$ cat src/hdl/ssw_defines.svh
// Timing constants for the supply supervisor watchdog.
// Assumes a 50 MHz system clock; included by bare name.
`ifndef SSW_DEFINES_SVH
`define SSW_DEFINES_SVH

`define SSW_CLK_PERIOD_NS    20
`define SSW_NS_PER_MS        1000000
`define SSW_NS_PER_US        1000
`define SSW_MS_CYC           (`SSW_NS_PER_MS / `SSW_CLK_PERIOD_NS)
`define SSW_CYC_UP(ns)       (((ns) + `SSW_CLK_PERIOD_NS - 1) / `SSW_CLK_PERIOD_NS)
`define SSW_CYC_DN(ns)       ((ns) / `SSW_CLK_PERIOD_NS)

// Nominal durations, build-option values
`define SSW_RESET_HOLD_MS    200
`define SSW_KICK_WINDOW_MS   1600
`define SSW_STARTUP_MS       2000
`define SSW_ALARM_PULSE_MS   200
`define SSW_ALARM_MIN_MS     100
`define SSW_ALARM_MAX_MS     300
`define SSW_SETUP_US         300
`define SSW_KICK_MIN_US      1
`define SSW_ALLOW_GLITCH_NS  300
`define SSW_MR_GLITCH_NS     200
`define SSW_MR_DELAY_NS      250

// Filter and output reset levels, and counter constants
`define SSW_LVL_HIGH         1'b1
`define SSW_LVL_LOW          1'b0
`define SSW_CNT_ZERO         32'h0000_0000
`define SSW_CNT_ONE          32'h0000_0001
`define SSW_CNT_MAX          32'hffff_ffff

`endif

$ cat src/hdl/ssw_pkg.sv
// Types for the supply supervisor watchdog.
// Needs no other file.
package ssw_pkg;

  typedef enum logic [2:0] {
    SSW_WD_OFF   = 3'b000,
    SSW_WD_START = 3'b001,
    SSW_WD_DIS   = 3'b010,
    SSW_WD_SETUP = 3'b011,
    SSW_WD_RUN   = 3'b100,
    SSW_WD_ALARM = 3'b101
  } ssw_wd_state_e;

  typedef struct packed {
    logic sys_reset_n;
    logic wd_alarm_n;
  } ssw_out_s;

  typedef logic [31:0] ssw_cnt_t;

endpackage

$ cat src/hdl/ssw_filter.sv
// Glitch filter: output follows input only after it differs for STABLE_CYC cycles.
// Assumes the input is synchronous to clk_i.
`timescale 1ns/1ns
`default_nettype none
`include "ssw_defines.svh"

module ssw_filter #(
  parameter int unsigned STABLE_CYC = 15,
  parameter bit          RST_VAL    = 1'b0
) (
  // Clock and reset
  input  wire logic clk_i,
  input  wire logic arst_n_i,
  // Level in and filtered level out
  input  wire logic d_i,
  output var  logic q_o
);

  localparam int unsigned CW = $clog2(STABLE_CYC + 1);

  logic [CW-1:0] cnt_ff;
  logic [CW-1:0] nxt_cnt;
  logic          nxt_q;
  wire           differs = (d_i != q_o);
  wire           settled = (cnt_ff == CW'(STABLE_CYC - 1));

  assign nxt_cnt = (!differs || settled) ? '0 : cnt_ff + CW'(1);
  assign nxt_q   = (differs && settled) ? d_i : q_o;

  always_ff @(posedge clk_i or negedge arst_n_i) begin
    if (!arst_n_i) begin
      cnt_ff <= '0;
      q_o    <= RST_VAL;
    end else begin
      cnt_ff <= nxt_cnt;
      q_o    <= nxt_q;
    end
  end

endmodule
`default_nettype wire

$ cat src/hdl/ssw_supervisor.sv
// Supply supervisor with watchdog: reset generator, kick monitor and alarm pulse.
// Assumes all inputs synchronous to CLOCK_I; undervoltage comes from an outside comparator.
`timescale 1ns/1ns
`default_nettype none
`include "ssw_defines.svh"

module ssw_supervisor #(
  parameter bit          MR_OPTION     = 1'b1,
  parameter int unsigned RESET_HOLD_CYC = `SSW_RESET_HOLD_MS * `SSW_MS_CYC,
  parameter int unsigned KICK_CYC       = `SSW_KICK_WINDOW_MS * `SSW_MS_CYC,
  parameter int unsigned STARTUP_CYC    = `SSW_STARTUP_MS * `SSW_MS_CYC,
  parameter int unsigned ALARM_CYC      = `SSW_ALARM_PULSE_MS * `SSW_MS_CYC,
  parameter int unsigned SETUP_CYC      = `SSW_CYC_UP(`SSW_SETUP_US * `SSW_NS_PER_US)
) (
  // Clock and reset
  input  wire logic CLOCK_I,
  input  wire logic ARST_N_I,
  // Supply and processor inputs
  input  wire logic UNDERVOLT_I,
  input  wire logic MANUAL_RESET_N_I,
  input  wire logic WD_ALLOW_I,
  input  wire logic KICK_IN_I,
  // Active-low outputs
  output var  logic SYS_RESET_N_O,
  output var  logic WD_ALARM_N_O
);

  localparam int unsigned KICK_MIN_CYC = `SSW_CYC_UP(`SSW_KICK_MIN_US * `SSW_NS_PER_US);
  localparam int unsigned ALLOW_CYC    = `SSW_CYC_UP(`SSW_ALLOW_GLITCH_NS);
  localparam int unsigned MRD_CYC      = `SSW_CYC_DN(`SSW_MR_DELAY_NS);

  ssw_pkg::ssw_out_s      out_ff;
  ssw_pkg::ssw_out_s      nxt_out;
  ssw_pkg::ssw_wd_state_e state_ff;
  ssw_pkg::ssw_wd_state_e nxt_state;
  ssw_pkg::ssw_cnt_t      hold_cnt_ff;
  ssw_pkg::ssw_cnt_t      nxt_hold_cnt;
  ssw_pkg::ssw_cnt_t      wd_cnt_ff;
  ssw_pkg::ssw_cnt_t      nxt_wd_cnt;
  logic                   kick_prev_ff;
  logic                   mr_filt;
  logic                   allow_filt;
  logic                   kick_filt;

  ////////////////////////////////////////////////////////////////////////////////
  // Input filters
  ssw_filter #(.STABLE_CYC(MRD_CYC), .RST_VAL(`SSW_LVL_HIGH)) u_mr_filt (
    .clk_i    (CLOCK_I),
    .arst_n_i (ARST_N_I),
    .d_i      (MANUAL_RESET_N_I),
    .q_o      (mr_filt)
  );

  ssw_filter #(.STABLE_CYC(ALLOW_CYC), .RST_VAL(`SSW_LVL_LOW)) u_allow_filt (
    .clk_i    (CLOCK_I),
    .arst_n_i (ARST_N_I),
    .d_i      (WD_ALLOW_I),
    .q_o      (allow_filt)
  );

  ssw_filter #(.STABLE_CYC(KICK_MIN_CYC), .RST_VAL(`SSW_LVL_LOW)) u_kick_filt (
    .clk_i    (CLOCK_I),
    .arst_n_i (ARST_N_I),
    .d_i      (KICK_IN_I),
    .q_o      (kick_filt)
  );

  ////////////////////////////////////////////////////////////////////////////////
  // System reset generator
  wire mr_low    = MR_OPTION && !mr_filt;
  wire hold_cond = UNDERVOLT_I || mr_low;
  wire hold_done = (hold_cnt_ff == RESET_HOLD_CYC - 1);

  assign nxt_hold_cnt = hold_cond ? `SSW_CNT_ZERO :
                        (hold_done || out_ff.sys_reset_n) ? hold_cnt_ff :
                        hold_cnt_ff + `SSW_CNT_ONE;
  assign nxt_out.sys_reset_n = !hold_cond && (hold_done || out_ff.sys_reset_n);

  ////////////////////////////////////////////////////////////////////////////////
  // Watchdog
  wire wd_allow      = MR_OPTION || allow_filt;
  wire kick_fall  = kick_prev_ff && !kick_filt;
  wire start_done = (wd_cnt_ff == STARTUP_CYC - 1);
  wire setup_done = (wd_cnt_ff == SETUP_CYC - 1);
  wire kick_done  = (wd_cnt_ff == KICK_CYC - 1);
  wire alarm_done = (wd_cnt_ff == ALARM_CYC - 1);

  always_comb begin
    nxt_state  = state_ff;
    nxt_wd_cnt = wd_cnt_ff + `SSW_CNT_ONE;
    if (!out_ff.sys_reset_n) begin
      nxt_state  = ssw_pkg::SSW_WD_OFF;
      nxt_wd_cnt = `SSW_CNT_ZERO;
    end else begin
      case (state_ff)
        ssw_pkg::SSW_WD_OFF: begin
          nxt_state  = ssw_pkg::SSW_WD_START;
          nxt_wd_cnt = `SSW_CNT_ZERO;
        end
        ssw_pkg::SSW_WD_START: begin
          if (start_done) begin
            nxt_state  = wd_allow ? ssw_pkg::SSW_WD_RUN : ssw_pkg::SSW_WD_DIS;
            nxt_wd_cnt = `SSW_CNT_ZERO;
          end
        end
        ssw_pkg::SSW_WD_DIS: begin
          nxt_wd_cnt = `SSW_CNT_ZERO;
          if (wd_allow) begin
            nxt_state = ssw_pkg::SSW_WD_SETUP;
          end
        end
        ssw_pkg::SSW_WD_SETUP: begin
          if (!wd_allow) begin
            nxt_state  = ssw_pkg::SSW_WD_DIS;
            nxt_wd_cnt = `SSW_CNT_ZERO;
          end else if (setup_done) begin
            nxt_state  = ssw_pkg::SSW_WD_RUN;
            nxt_wd_cnt = `SSW_CNT_ZERO;
          end
        end
        ssw_pkg::SSW_WD_RUN: begin
          if (!wd_allow) begin
            nxt_state  = ssw_pkg::SSW_WD_DIS;
            nxt_wd_cnt = `SSW_CNT_ZERO;
          end else if (kick_fall) begin
            nxt_wd_cnt = `SSW_CNT_ZERO;
          end else if (kick_done) begin
            nxt_state  = ssw_pkg::SSW_WD_ALARM;
            nxt_wd_cnt = `SSW_CNT_ZERO;
          end
        end
        ssw_pkg::SSW_WD_ALARM: begin
          if (!wd_allow) begin
            nxt_state  = ssw_pkg::SSW_WD_DIS;
            nxt_wd_cnt = `SSW_CNT_ZERO;
          end else if (alarm_done) begin
            nxt_state  = ssw_pkg::SSW_WD_RUN;
            nxt_wd_cnt = `SSW_CNT_ZERO;
          end
        end
        default: begin
          nxt_state  = ssw_pkg::SSW_WD_OFF;
          nxt_wd_cnt = `SSW_CNT_ZERO;
        end
      endcase
    end
  end

  assign nxt_out.wd_alarm_n = (nxt_state != ssw_pkg::SSW_WD_ALARM);

  ////////////////////////////////////////////////////////////////////////////////
  // Registers
  always_ff @(posedge CLOCK_I or negedge ARST_N_I) begin
    if (!ARST_N_I) begin
      out_ff.sys_reset_n <= `SSW_LVL_LOW;
      out_ff.wd_alarm_n  <= `SSW_LVL_HIGH;
      state_ff           <= ssw_pkg::SSW_WD_OFF;
      hold_cnt_ff        <= `SSW_CNT_ZERO;
      wd_cnt_ff          <= `SSW_CNT_ZERO;
      kick_prev_ff       <= `SSW_LVL_LOW;
    end else begin
      out_ff       <= nxt_out;
      state_ff     <= nxt_state;
      hold_cnt_ff  <= nxt_hold_cnt;
      wd_cnt_ff    <= nxt_wd_cnt;
      kick_prev_ff <= kick_filt;
    end
  end

  assign SYS_RESET_N_O = out_ff.sys_reset_n;
  assign WD_ALARM_N_O  = out_ff.wd_alarm_n;

  ////////////////////////////////////////////////////////////////////////////////
  // Assertions
  ssw_pkg::ssw_cnt_t quiet_ff;
  ssw_pkg::ssw_cnt_t alarm_len_ff;

  always_ff @(posedge CLOCK_I or negedge ARST_N_I) begin
    if (!ARST_N_I) begin
      quiet_ff     <= `SSW_CNT_ZERO;
      alarm_len_ff <= `SSW_CNT_ZERO;
    end else begin
      quiet_ff     <= hold_cond ? `SSW_CNT_ZERO :
                      (quiet_ff == `SSW_CNT_MAX) ? quiet_ff : quiet_ff + `SSW_CNT_ONE;
      alarm_len_ff <= WD_ALARM_N_O ? `SSW_CNT_ZERO : alarm_len_ff + `SSW_CNT_ONE;
    end
  end
endmodule
`default_nettype wire

$ cat config.mk
export PLATFORM = sky130hd
export DESIGN_NAME = ssw_supervisor
export DESIGN_NICKNAME = d
export VERILOG_FILES = /design/src/hdl/ssw_pkg.sv /design/src/hdl/ssw_filter.sv /design/src/hdl/ssw_supervisor.sv
export VERILOG_INCLUDE_DIRS = /design/src /design/src/hdl
export SDC_FILE = /design/constraint.sdc
export NUM_CORES = 1
export LEC_CHECK = 0
export BUFFER_PORTS_ARGS = -buffer_cell sky130_fd_sc_hd__buf_2
export CAP_MARGIN = 20
export CELL_PAD_IN_SITES_DETAIL_PLACEMENT = 0
export CELL_PAD_IN_SITES_GLOBAL_PLACEMENT = 1
export CORE_MARGIN = 2
export CORE_UTILIZATION = 50
export CTS_BUF_LIST = sky130_fd_sc_hd__clkbuf_2
export CTS_CLUSTER_SIZE = 10
export DETAILED_ROUTE_END_ITERATION = 12
export PLACE_DENSITY_LB_ADDON = 0.15
export RECOVER_POWER = 25
export SLEW_MARGIN = 40
export SYNTH_ARGS = -nofsm -noshare
export SYNTH_HDL_FRONTEND = slang
export SYNTH_SLANG_ARGS = --single-unit
$ cat constraint.sdc
create_clock -name CLOCK_I -period 3.15 [get_ports CLOCK_I]
set_input_delay 0.315 -clock CLOCK_I [delete_from_list [all_inputs] [get_ports CLOCK_I]]
set_output_delay 0.315 -clock CLOCK_I [all_outputs]
set_load 0.02 [all_outputs]
==> results.txt, run 1 <==
Max Slew Vio Count = 83
DR iter-0 viols = 71
Yosys reg bits = 82
Mux contribution to synthesized area = 0.009781
Footprint of the multi-input gates = 2205 µm²
Synthesized netlist cell count = 458
Met2 Use GR = 0.3243
Placed cells = 564
IO Count = 8
Number of synthesized flops with an enable pin = 0
Initial antenna violation count = 0
Overflow after GRT = 0
Area share of xor/xnor cells in the synthesized design = 0.1249
CP Max Fanout = 18
Failing checks = capacitance limit, slew limit
Post-synthesis adder-cell area fraction = 0.01438
Final setup TNS = 0 ps
Clock transition at the registers of the reported paths = 210 ps
Vias per cell = 5.543
Area grow syn2layout = 6.962%
P per Cell Area = 382.6 nW/µm²
Routed WL = 8394 µm
CTS tree = built
Syn_area_per_cell = 9.496 µm²
Placed cell areas = 4479 µm²
F_max = 403.0 MHz
Post-Layout Cell Count = 584
Critical Path, Cell by Cell = ha_1, nand4_1, or2_2, nor4_1, o22ai_2, o31ai_4, buf_4, nor2_1
Fill cells = 807
Setup Viol. Count Final = 0
CTS root buf = clkbuf_2
Met1 Use GR = 0.2549
Reg2reg path depth = 8
Post-DP HPWL = 5831 µm
Largest net degree at the start of global routing = 83
Asr flop ratio synth = 1.000
Clk_lat worst skew = 530 ps
Clk sinks = 82
First-pass GRT wire length = 15,210 µm
Critical Path Sink Type = flop
Ys Warns = 0
Fin crit share = 0.7877
CP endpoint = wd_cnt_ff[24]
RR Startpoint = wd_cnt_ff[0]
GRT Util Overall = 0.1939
Top FF cell, synth = dfrtp_1
Endpoints failing hold = 0
Min Clock Period, post-route = 2481 ps
Core ar. = 8593 µm²
CP startpoint = wd_cnt_ff[0]
R2r setup slk = 670 ps
Most frequent cells in the layout = nor2_1 (84), dfrtp_1 (80), nand2_1 (35)
Seq/Total Area, Yosys = 0.4724
Clock Path Buffers = 2
Critical Path Slowest Stage Cell = dfrtp_1
Vias in the first global route = 3,194
Setup bufs post-CTS = 0
# nets final = 482
Crit Reg-Reg Endpoint = wd_cnt_ff[24]
Post_cts resized = 0
DIE AREA = 9460 µm²
Initial Utilization = 0.5061
Die span in x = 97.27 µm
Peak VDD IR = 0.0001860 V
CP startpoint kind = flop
WL/cell = 14.37 µm
Synth Area in Compound Gates = 0.03711
Worst Min Path Start = u_kick_filt.q_o
H-tree levels = 3
CP max stage delay = 460 ps
# rows = 34
Worst Hold Class = flop to flop
Setup Skew = 25.66 ps
Status = complete, but fails checks
CP Data Arrival Time = 2910 ps
CTS Buf Count = 9
Yosys cell types = 47
Met3 GRT Util = 0.03885
Cell Area, Synth = 4349 µm²
RSZ-0062 raised after global routing = false
Mapped Nets = 469
Hold_buf cts = 3
Overall die height = 97.27 µm
Largest family of logic cells by synthesized area = simple AND/OR/NAND/NOR gates
Leakage = 1.851 nW
Post-route cell area = 4652 µm²
Leading cell type in the layout, fill and taps excluded = nor2_1
Maxcap violations = 1
Register area = 2054 µm²
Vias = 3,237
Routed Antenna Nets = 0
Synth Area in Simple Gates = 0.3202
Worst-margin pin slew = 1947 ps
Most Crowded Layer GR = met2
Port bufs = 6
CP Class = flop to flop
Drc violations = 0
Drt first pass iters = 4
Final core occ = 0.5414
Share of cells above drive strength 1 = 0.07353
Ant. Diodes = 0
Worst rel slew slack = -0.2977
Placer Congestion = 0.8151
WP data required = 3580 ps
==> final cells by class <==
| class | count | share of cell area |
|---|---|---|
| Clock inverter | 7 | 0.02017 |
| Tap cell | 108 | 0.02905 |
| Inverter | 7 | 0.005648 |
| Timing Repair Buffer | 13 | 0.01990 |
| Sequential cell | 82 | 0.4416 |
| Clock buffer | 9 | 0.009683 |
| Multi-Input combinational cell | 358 | 0.4739 |
==> cell usage after synthesis, types with 3 or more instances <==
cell,count,area [µm²]
nor2_1,84,315.3
dfrtp_1,80,2002
nand2_1,35,131.4
xor2_1,33,289.0
xnor2_1,29,254.0
nand4_1,24,150.1
nand3_1,21,105.1
and3_1,17,106.4
nor3_1,17,85.08
nor4_1,11,68.82
a21oi_1,8,40.04
and2_1,8,50.05
inv_1,7,26.28
and4_1,6,52.55
clkbuf_1,6,22.52
or3_1,6,37.54
ha_1,5,62.56
nand2b_1,5,31.28
nand4b_1,5,43.79
nor2b_1,5,31.28
o21ai_0,5,25.02
or4_1,5,37.54
buf_6,3,33.78
==> sequential cells by signal (all words and copies together) (netlist names) <==
signal	cells
hold_cnt_ff	32
wd_cnt_ff	32
u_kick_filt.cnt_ff	6
u_mr_filt.cnt_ff	4
state_ff	3
SYS_RESET_N_O	1
WD_ALARM_N_O	1
kick_prev_ff	1
u_kick_filt.q_o	1
u_mr_filt.q_o	1
==> power by group <==
group | switching [W] | internal [W] | total (W)
Sequential | 0.0000132 | 0.00107 | 0.00108
Clock | 0.000368 | 0.000262 | 0.000630
Combinational | 0.0000435 | 0.0000228 | 0.0000664
==> metrics by stage <==
step	power [W]	worst slack, ps	hold WS, ps
final	0.001780	668.6	486.2
after floorplan	0.001133	890.6	19.41
after detailed placement	0.001168	660.0	413.6
after global routing	0.001864	462.8	512.7
after CTS	0.001814	627.7	8.518
after global placement	0.001165	743.5	425.5
==> worst max-delay path, delay by kind of cell (launching register included) <==
kind | cells | cell delay, ps
AO/OA/AOI/OAI | 2 | 410
buffers and inverters | 1 | 250
AND/OR/NAND/NOR | 4 | 1020
adder cells (fa/ha/maj) | 1 | 240
flip-flops | 1 | 460
==> per-layer routing <==
layer | vias up | wire length, µm
li1 | 1624 | -
met1 | 1568 | 3976
met2 | 33 | 4124
met3 | 12 | 185
met4 | 0 | 107
met5 | - | 0
==> worst min-delay path by stage <==
stage / end / slack [ps] / depth (start not counted)
after detailed placement: wd_cnt_ff[4] / 410 / 1
after floorplan: SYS_RESET_N_O / 20 / 0
after CTS: hold_cnt_ff[29] / 9 / 3
final: kick_prev_ff / 490 / 0
after global routing: u_mr_filt.q_o / 510 / 3
after global placement: kick_prev_ff / 430 / 0
==> kinds of logic (layout without fill, tap and decap cells) <==
kind of cell    Yosys count  count (layout)
buf+inv                  18              36
xor+xnor                 62              62
compound gates           23              23
fa+ha+maj                 5               5
simple gates            264             264
mux                       4               4
flops                    82              82
No activity file was read; power rests on OpenSTA's default activity.
==> inputs of run 2 (changes only) <==
==> constraint.sdc (replaced) <==
create_clock -name CLOCK_I -period 2.5 [get_ports CLOCK_I]
set_input_delay 0.25 -clock CLOCK_I [delete_from_list [all_inputs] [get_ports CLOCK_I]]
set_output_delay 0.25 -clock CLOCK_I [all_outputs]
set_load 0.02 [all_outputs]
==> run 2 against run 1 <==
Net effect:
- the flow now finishes without violations
- sequential share of layout area decreased by 1.1 points
- die area unchanged
- sequential power increased by 26%
- design area increased by 2.6%
- count of clock-buffer cells in the layout increased by 1
- worst setup slack got worse by 510 ps
- maximum frequency increased by 6.2%
- clock power decreased by 5.7%
- worst hold slack got worse by 11 ps
- total power increased by 15%
- critical path type unchanged
==> results.txt, run 2 (same netlist as run 1, synthesis figures left out) <==
Leakage = 1.927 nW (+4.1%)
Post-DP HPWL = 6004 µm (+3.0%)
Worst Hold Class = flop to flop
Placed cells = 579 (+2.7%)
WP data required = 2930 ps (-650 ps)
CP Max Fanout = 18 (unchanged)
Worst Min Path Start = u_mr_filt.cnt_ff[0]
RR Startpoint = wd_cnt_ff[8]
CP Class = flop to flop
Worst rel slew slack = 0.1806 (+0.4783)
CTS root buf = clkbuf_2
Most Crowded Layer GR = met2
Top Registers = hold_cnt_ff x32, wd_cnt_ff x32, u_kick_filt.cnt_ff x6
Met1 Use GR = 0.2568 (+0.001891)
Largest net degree at the start of global routing = 50 (-40%)
IO Count = 8 (unchanged)
Clock Path Buffers = 2 (unchanged)
Overflow after GRT = 0 (unchanged)
Die span in x = 97.27 µm (unchanged)
Min Clock Period, post-route = 2338 ps (-143.8 ps)
First-pass GRT wire length = 15,270 µm (+0.36%)
H-tree levels = 3 (unchanged)
WL/cell = 14.32 µm (-0.34%)
Critical Path Sink Type = flop
F_max = 427.8 MHz (+6.2%)
Critical Path, Cell by Cell = or4b_1, or3_4, nor4_4, o22ai_2, o31ai_4, buf_6, nor2_1
Dpl ws = 130.5 ps (-529.5 ps)
Vias = 3,332 (+2.9%)
Endpoints failing hold = 0 (unchanged)
Met2 Use GR = 0.3301 (+0.005876)
Port bufs = 6 (unchanged)
Initial Utilization = 0.5061 (unchanged)
Post-Layout Cell Count = 602 (+3.1%)
Most frequent cells in the layout = nor2_1 (84), dfrtp_1 (80), nand2_1 (35)
Routed Antenna Nets = 0 (unchanged)
Clock transition at the registers of the reported paths = 230 ps (+20 ps)
Peak VDD IR = 0.0002638 V (+42%)
DIE AREA = 9460 µm² (unchanged)
Fill cells = 786 (-2.6%)
Vias per cell = 5.535 (-0.14%)
Drc violations = 0 (unchanged)
Critical Path Slowest Stage Cell = or4b_1
CP Data Arrival Time = 2770 ps (-140 ps)
# rows = 34 (unchanged)
P per Cell Area = 428.9 nW/µm² (+12%)
Drt first pass iters = 4 (unchanged)
Clk_lat worst skew = 520 ps (about the same)
CTS Buf Count = 9 (unchanged)
Placer Congestion = 0.8045 (-1.3%)
Initial antenna violation count = 0 (unchanged)
CP max stage delay = 510 ps (+50 ps)
Area grow syn2layout = 9.753%
Core ar. = 8593 µm² (unchanged)
# nets final = 500 (+3.7%)
Worst-margin pin slew = 1229 ps (-717.5 ps)
GRT Util Overall = 0.1951 (+0.001195)
CP startpoint kind = flop
Vias in the first global route = 3,348 (+4.8%)
Final core occ = 0.5555 (+0.01412)
Status = completed
Setup Viol. Count Final = 0 (unchanged)
Met3 GRT Util = 0.03094 (-0.007914)
CP startpoint = wd_cnt_ff[8]
Fin crit share = 0.9350 (+0.1473)
Max Slew Vio Count = 0 (-100%)
Hold_ws = 475.0 ps (-11.28 ps)
Setup Skew = 33.93 ps (+8.265 ps)
DR iter-0 viols = 170 (+140%)
Leading cell type in the layout, fill and taps excluded = nor2_1
Final setup TNS = 0 ps (unchanged)
Clk sinks = 82 (unchanged)
Overall die height = 97.27 µm (unchanged)
Share of cells above drive strength 1 = 0.1154 (+0.04186)
Maxcap violations = 0 (-1)
Ant. Diodes = 0 (unchanged)
Routed WL = 8623 µm (+2.7%)
Setup ws final = 162.4 ps (-506.2 ps)
CTS tree = built
run 2: worst paths after layout:
kind	endpoint	depth (start not counted)	slack (ps)
max	wd_cnt_ff[22]	7	160
min	u_mr_filt.cnt_ff[0]	1	470
max reg2reg	wd_cnt_ff[22]	7	160
min reg2reg	u_mr_filt.cnt_ff[0]	1	470
max in group asynchronous	u_mr_filt.q_o	3	1180
min in group asynchronous	wd_cnt_ff[3]	2	480
run 2: routing by layer:
layer,up-vias,routed length [µm]
li1,1664,-
met1,1624,4070
met2,30,4226
met3,14,175
met4,0,150
met5,-,0
run 2: report_power, final:
part           internal [W]  switching, W  leakage [nW]
sequential          0.00135     0.0000160          1.13
combinational     0.0000325     0.0000561         0.743
clock              0.000135      0.000459        0.0560
total               0.00152      0.000531          1.93
run 2: worst max-delay path, delay by kind of cell (launching register included):
| family | cells | cell delay, ps |
|---|---|---|
| flops | 1 | 420 |
| buf+inv | 1 | 210 |
| compound gates | 2 | 430 |
| simple gates | 4 | 1180 |
run 2: per-stage QoR:
step | total power [W] | cell area [µm²]
4_1_cts | 0.002089 | 4730
2_1_floorplan | 0.001428 | 4349
3_3_place_gp | 0.001473 | 4598
6_report | 0.002047 | 4773
3_5_place_dp | 0.001476 | 4598
5_1_grt | 0.002167 | 4773
run 2: final cells by class:
| type | count | area [µm²] | share of cell area |
|---|---|---|---|
| Clock buffer | 10 | 50.05 | 0.01048 |
| Multi-Input combinational cell | 358 | 2218 | 0.4647 |
| Inverter | 7 | 26.28 | 0.005505 |
| Timing Repair Buffer | 31 | 247.7 | 0.05190 |
| Tap cell | 108 | 135.1 | 0.02831 |
| Clock inverter | 6 | 41.29 | 0.008650 |
| Sequential cell | 82 | 2054 | 0.4304 |
run 2: what timing repair did:
action	4_1_cts	5_1_grt
buffers inserted	0	3
endpoints found under the hold margin	51	0
gates resized for setup	0	6
endpoints found under the setup margin	0	41
hold buffers	4	0
==> inputs of run 3 (changes only) <==
--- a/config.mk
+++ b/config.mk
@@ -11,7 +11,7 @@
 export CELL_PAD_IN_SITES_DETAIL_PLACEMENT = 0
 export CELL_PAD_IN_SITES_GLOBAL_PLACEMENT = 1
 export CORE_MARGIN = 2
-export CORE_UTILIZATION = 50
+export CORE_UTILIZATION = 46
 export CTS_BUF_LIST = sky130_fd_sc_hd__clkbuf_2
 export CTS_CLUSTER_SIZE = 10
 export DETAILED_ROUTE_END_ITERATION = 12
==> constraint.sdc (replaced) <==
create_clock -name CLOCK_I -period 2 [get_ports CLOCK_I]
set_input_delay 0.2 -clock CLOCK_I [delete_from_list [all_inputs] [get_ports CLOCK_I]]
set_output_delay 0.2 -clock CLOCK_I [all_outputs]
set_load 0.02 [all_outputs]
==> run 3 against run 2 <==
Net effect:
- the run now ends with setup timing left
- sequential share of layout area shrank 6.8 points
- cell count grew 12%
- die area grew 8.3%
- first-iteration DRC count shrank 12%
- critical path type unchanged
- largest cell class unchanged
==> results.txt, run 3 (same netlist as run 1, synthesis figures left out) <==
Hold_ws = 231.0 ps (-243.9 ps)
Clock Path Buffers = 2 (unchanged)
WP data required = 2470 ps (-460 ps)
Fill cells = 809 (+2.9%)
Area grow syn2layout = 30.41%
Clock transition at the registers of the reported paths = 240 ps (about the same)
Pint = 0.002141 W (+41%)
Critical Path Slowest Stage Cell = or4b_1
Footprint of the multi-input gates = 2481 µm² (+12%)
CP Max Fanout = 6 (-12)
Ant. Diodes = 0 (unchanged)
Placed cells = 635 (+9.7%)
Leakage = 2.369 nW (+23%)
Leading cell type in the layout, fill and taps excluded = dfrtp_1
Clk sinks = 82 (unchanged)
GRT Util Overall = 0.2104 (+0.01531)
Core ar. = 9196 µm² (+7.0%)
P_sw = 0.0007038 W (+33%)
# nets final = 567 (+13%)
DR iter-0 viols = 150 (-12%)
CTS tree = built
First-pass GRT wire length = 17,010 µm (+11%)
Die span in x = 101.2 µm (+4.1%)
Part of the power in combinational logic = 0.041 (-0.002)
Final setup TNS = -12,190 ps (-12,190 ps)
Sw Share = 0.2474 (-0.01201)
Total chip power = 0.002845 W (+39%)
Max Slew Vio Count = 0 (unchanged)
# rows = 35 (+2.9%)
Initial Utilization = 0.4729 (-0.03319)
Vias per cell = 5.440 (-1.7%)
DIE AREA = 10,250 µm² (+8.3%)
Register area = 2054 µm² (unchanged)
Vias in the first global route = 3,613 (+7.9%)
Worst Hold Class = input pin to async pin
Peak VDD IR = 0.0003215 V (+22%)
CP max stage delay = 520 ps (about the same)
Setup Viol. Count Final = 57 (+57)
Clk_lat worst skew = 560 ps (+40 ps)
Worst rel slew slack = 0.4405 (+0.2598)
Placed cell areas = 5035 µm² (+9.5%)
IO Count = 8 (unchanged)
Overall die height = 101.2 µm (+4.1%)
CP startpoint kind = flop
Critical Path Sink Type = flop
WL/cell = 15.23 µm (+6.3%)
Setup Skew = 23.42 ps (-10.51 ps)
CTS root buf = clkbuf_2
Clk network pwr share = 0.359 (+0.069)
P per Cell Area = 501.6 nW/µm² (+17%)
Vias = 3,656 (+9.7%)
Most frequent cells in the layout = dfrtp_1 (80), nor2_1 (75), buf_4 (75)
Largest net degree at the start of global routing = 51 (+2.0%)
Critical Path, Cell by Cell = or4b_1, or3_4, nor4_4, o22ai_2, o31ai_4, buf_6, clkbuf_16, nor2_2
Routed Antenna Nets = 0 (unchanged)
Endpoints failing hold = 0 (unchanged)
Setup ws final = -336.0 ps (-498.4 ps)
CP Class = flop to flop
Post-DP HPWL = 6935 µm (+16%)
Worst-margin pin slew = 839.3 ps (-389.8 ps)
CTS Buf Count = 9 (unchanged)
Post-route cell area = 5672 µm² (+19%)
Share of cells above drive strength 1 = 0.2959 (+0.1805)
H-tree levels = 3 (unchanged)
Post-Layout Cell Count = 672 (+12%)
CP Data Arrival Time = 2810 ps (+40 ps)
Routed WL = 10,230 µm (+19%)
F_max = 428.1 MHz (about the same)
RSZ-0062 raised after global routing = true
Placer Congestion = 0.8595 (+6.8%)
Register share of total power = 0.600 (-0.067)
Drc violations = 0 (unchanged)
Fin crit share = 1.168 (+0.2329)
Failing checks = setup timing
Status = complete, but fails checks
Top Registers = hold_cnt_ff x32, wd_cnt_ff x32, u_kick_filt.cnt_ff x6
Maxcap violations = 0 (unchanged)
Drt first pass iters = 4 (unchanged)
Initial antenna violation count = 0 (unchanged)
Port bufs = 6 (unchanged)
Overflow after GRT = 0 (unchanged)
Min Clock Period, post-route = 2336 ps (-1.616 ps)
run 3: per-stage QoR:
| step | utilization | setup WS, ps |
|---|---|---|
| floorplan | - | -195.4 |
| global placement | 0.5475 | -195.3 |
| detailed placement | 0.5475 | -289.4 |
| CTS | 0.5905 | -305.0 |
| global route | 0.6167 | -405.4 |
| finish | 0.6167 | -336.0 |
run 3: metal layers:
metal  part of all wire  track usage  up-vias
met1               0.46       0.2809     1794
li1                   -            -     1802
met5                  0            0        -
met2               0.49       0.3398       42
met4              0.024      0.08108        0
met3              0.021      0.04072       18
run 3: timing repair:
item                       4_1_cts  5_1_grt
hold endpoints to repair        90        0
pin swaps                       21       27
gates cloned                     2        2
hold buffers                     4        0
setup endpoints to repair       60       64
setup buffers                    5       10
gates resized for setup         36       37
run 3: worst paths after layout:
path / from / end / slack, ps / cells past startpoint
max: wd_cnt_ff[8] / wd_cnt_ff[22] / -340 / 8
min: ARST_N_I / wd_cnt_ff[3] / 230 / 2
max reg2reg: wd_cnt_ff[8] / wd_cnt_ff[22] / -340 / 8
min reg2reg: u_kick_filt.q_o / kick_prev_ff / 480 / 0
max in group asynchronous: ARST_N_I / hold_cnt_ff[13] / 1000 / 3
min in group CLOCK_I: KICK_IN_I / u_kick_filt.q_o / 410 / 3
run 3: power groups by stage:
stage	logic (W)	registers [W]	clock network, W
global route	0.000137	0.00171	0.00113
finish	0.000117	0.00171	0.00102
floorplan	0.0000539	0.00173	0
detailed placement	0.000115	0.00173	0
global placement	0.000110	0.00173	0
CTS	0.000123	0.00171	0.00105
run 3: layout make-up:
cell class                 count  share of cell area
tap                          111             0.02449
clock buffer                   9            0.007942
clock inverter                 7             0.01655
inverter                       7            0.004633
sequential                    82              0.3622
multi-input combinational    358              0.4375
timing repair buffer          98              0.1467
run 3: worst max-delay path: cells and delay by family, from the launching register on:
family	cells	cell delay (ps)
DFF	1	430
AOI/OAI and AO/OA	2	330
buffers and inverters	2	330
and+or+nand+nor	4	1170
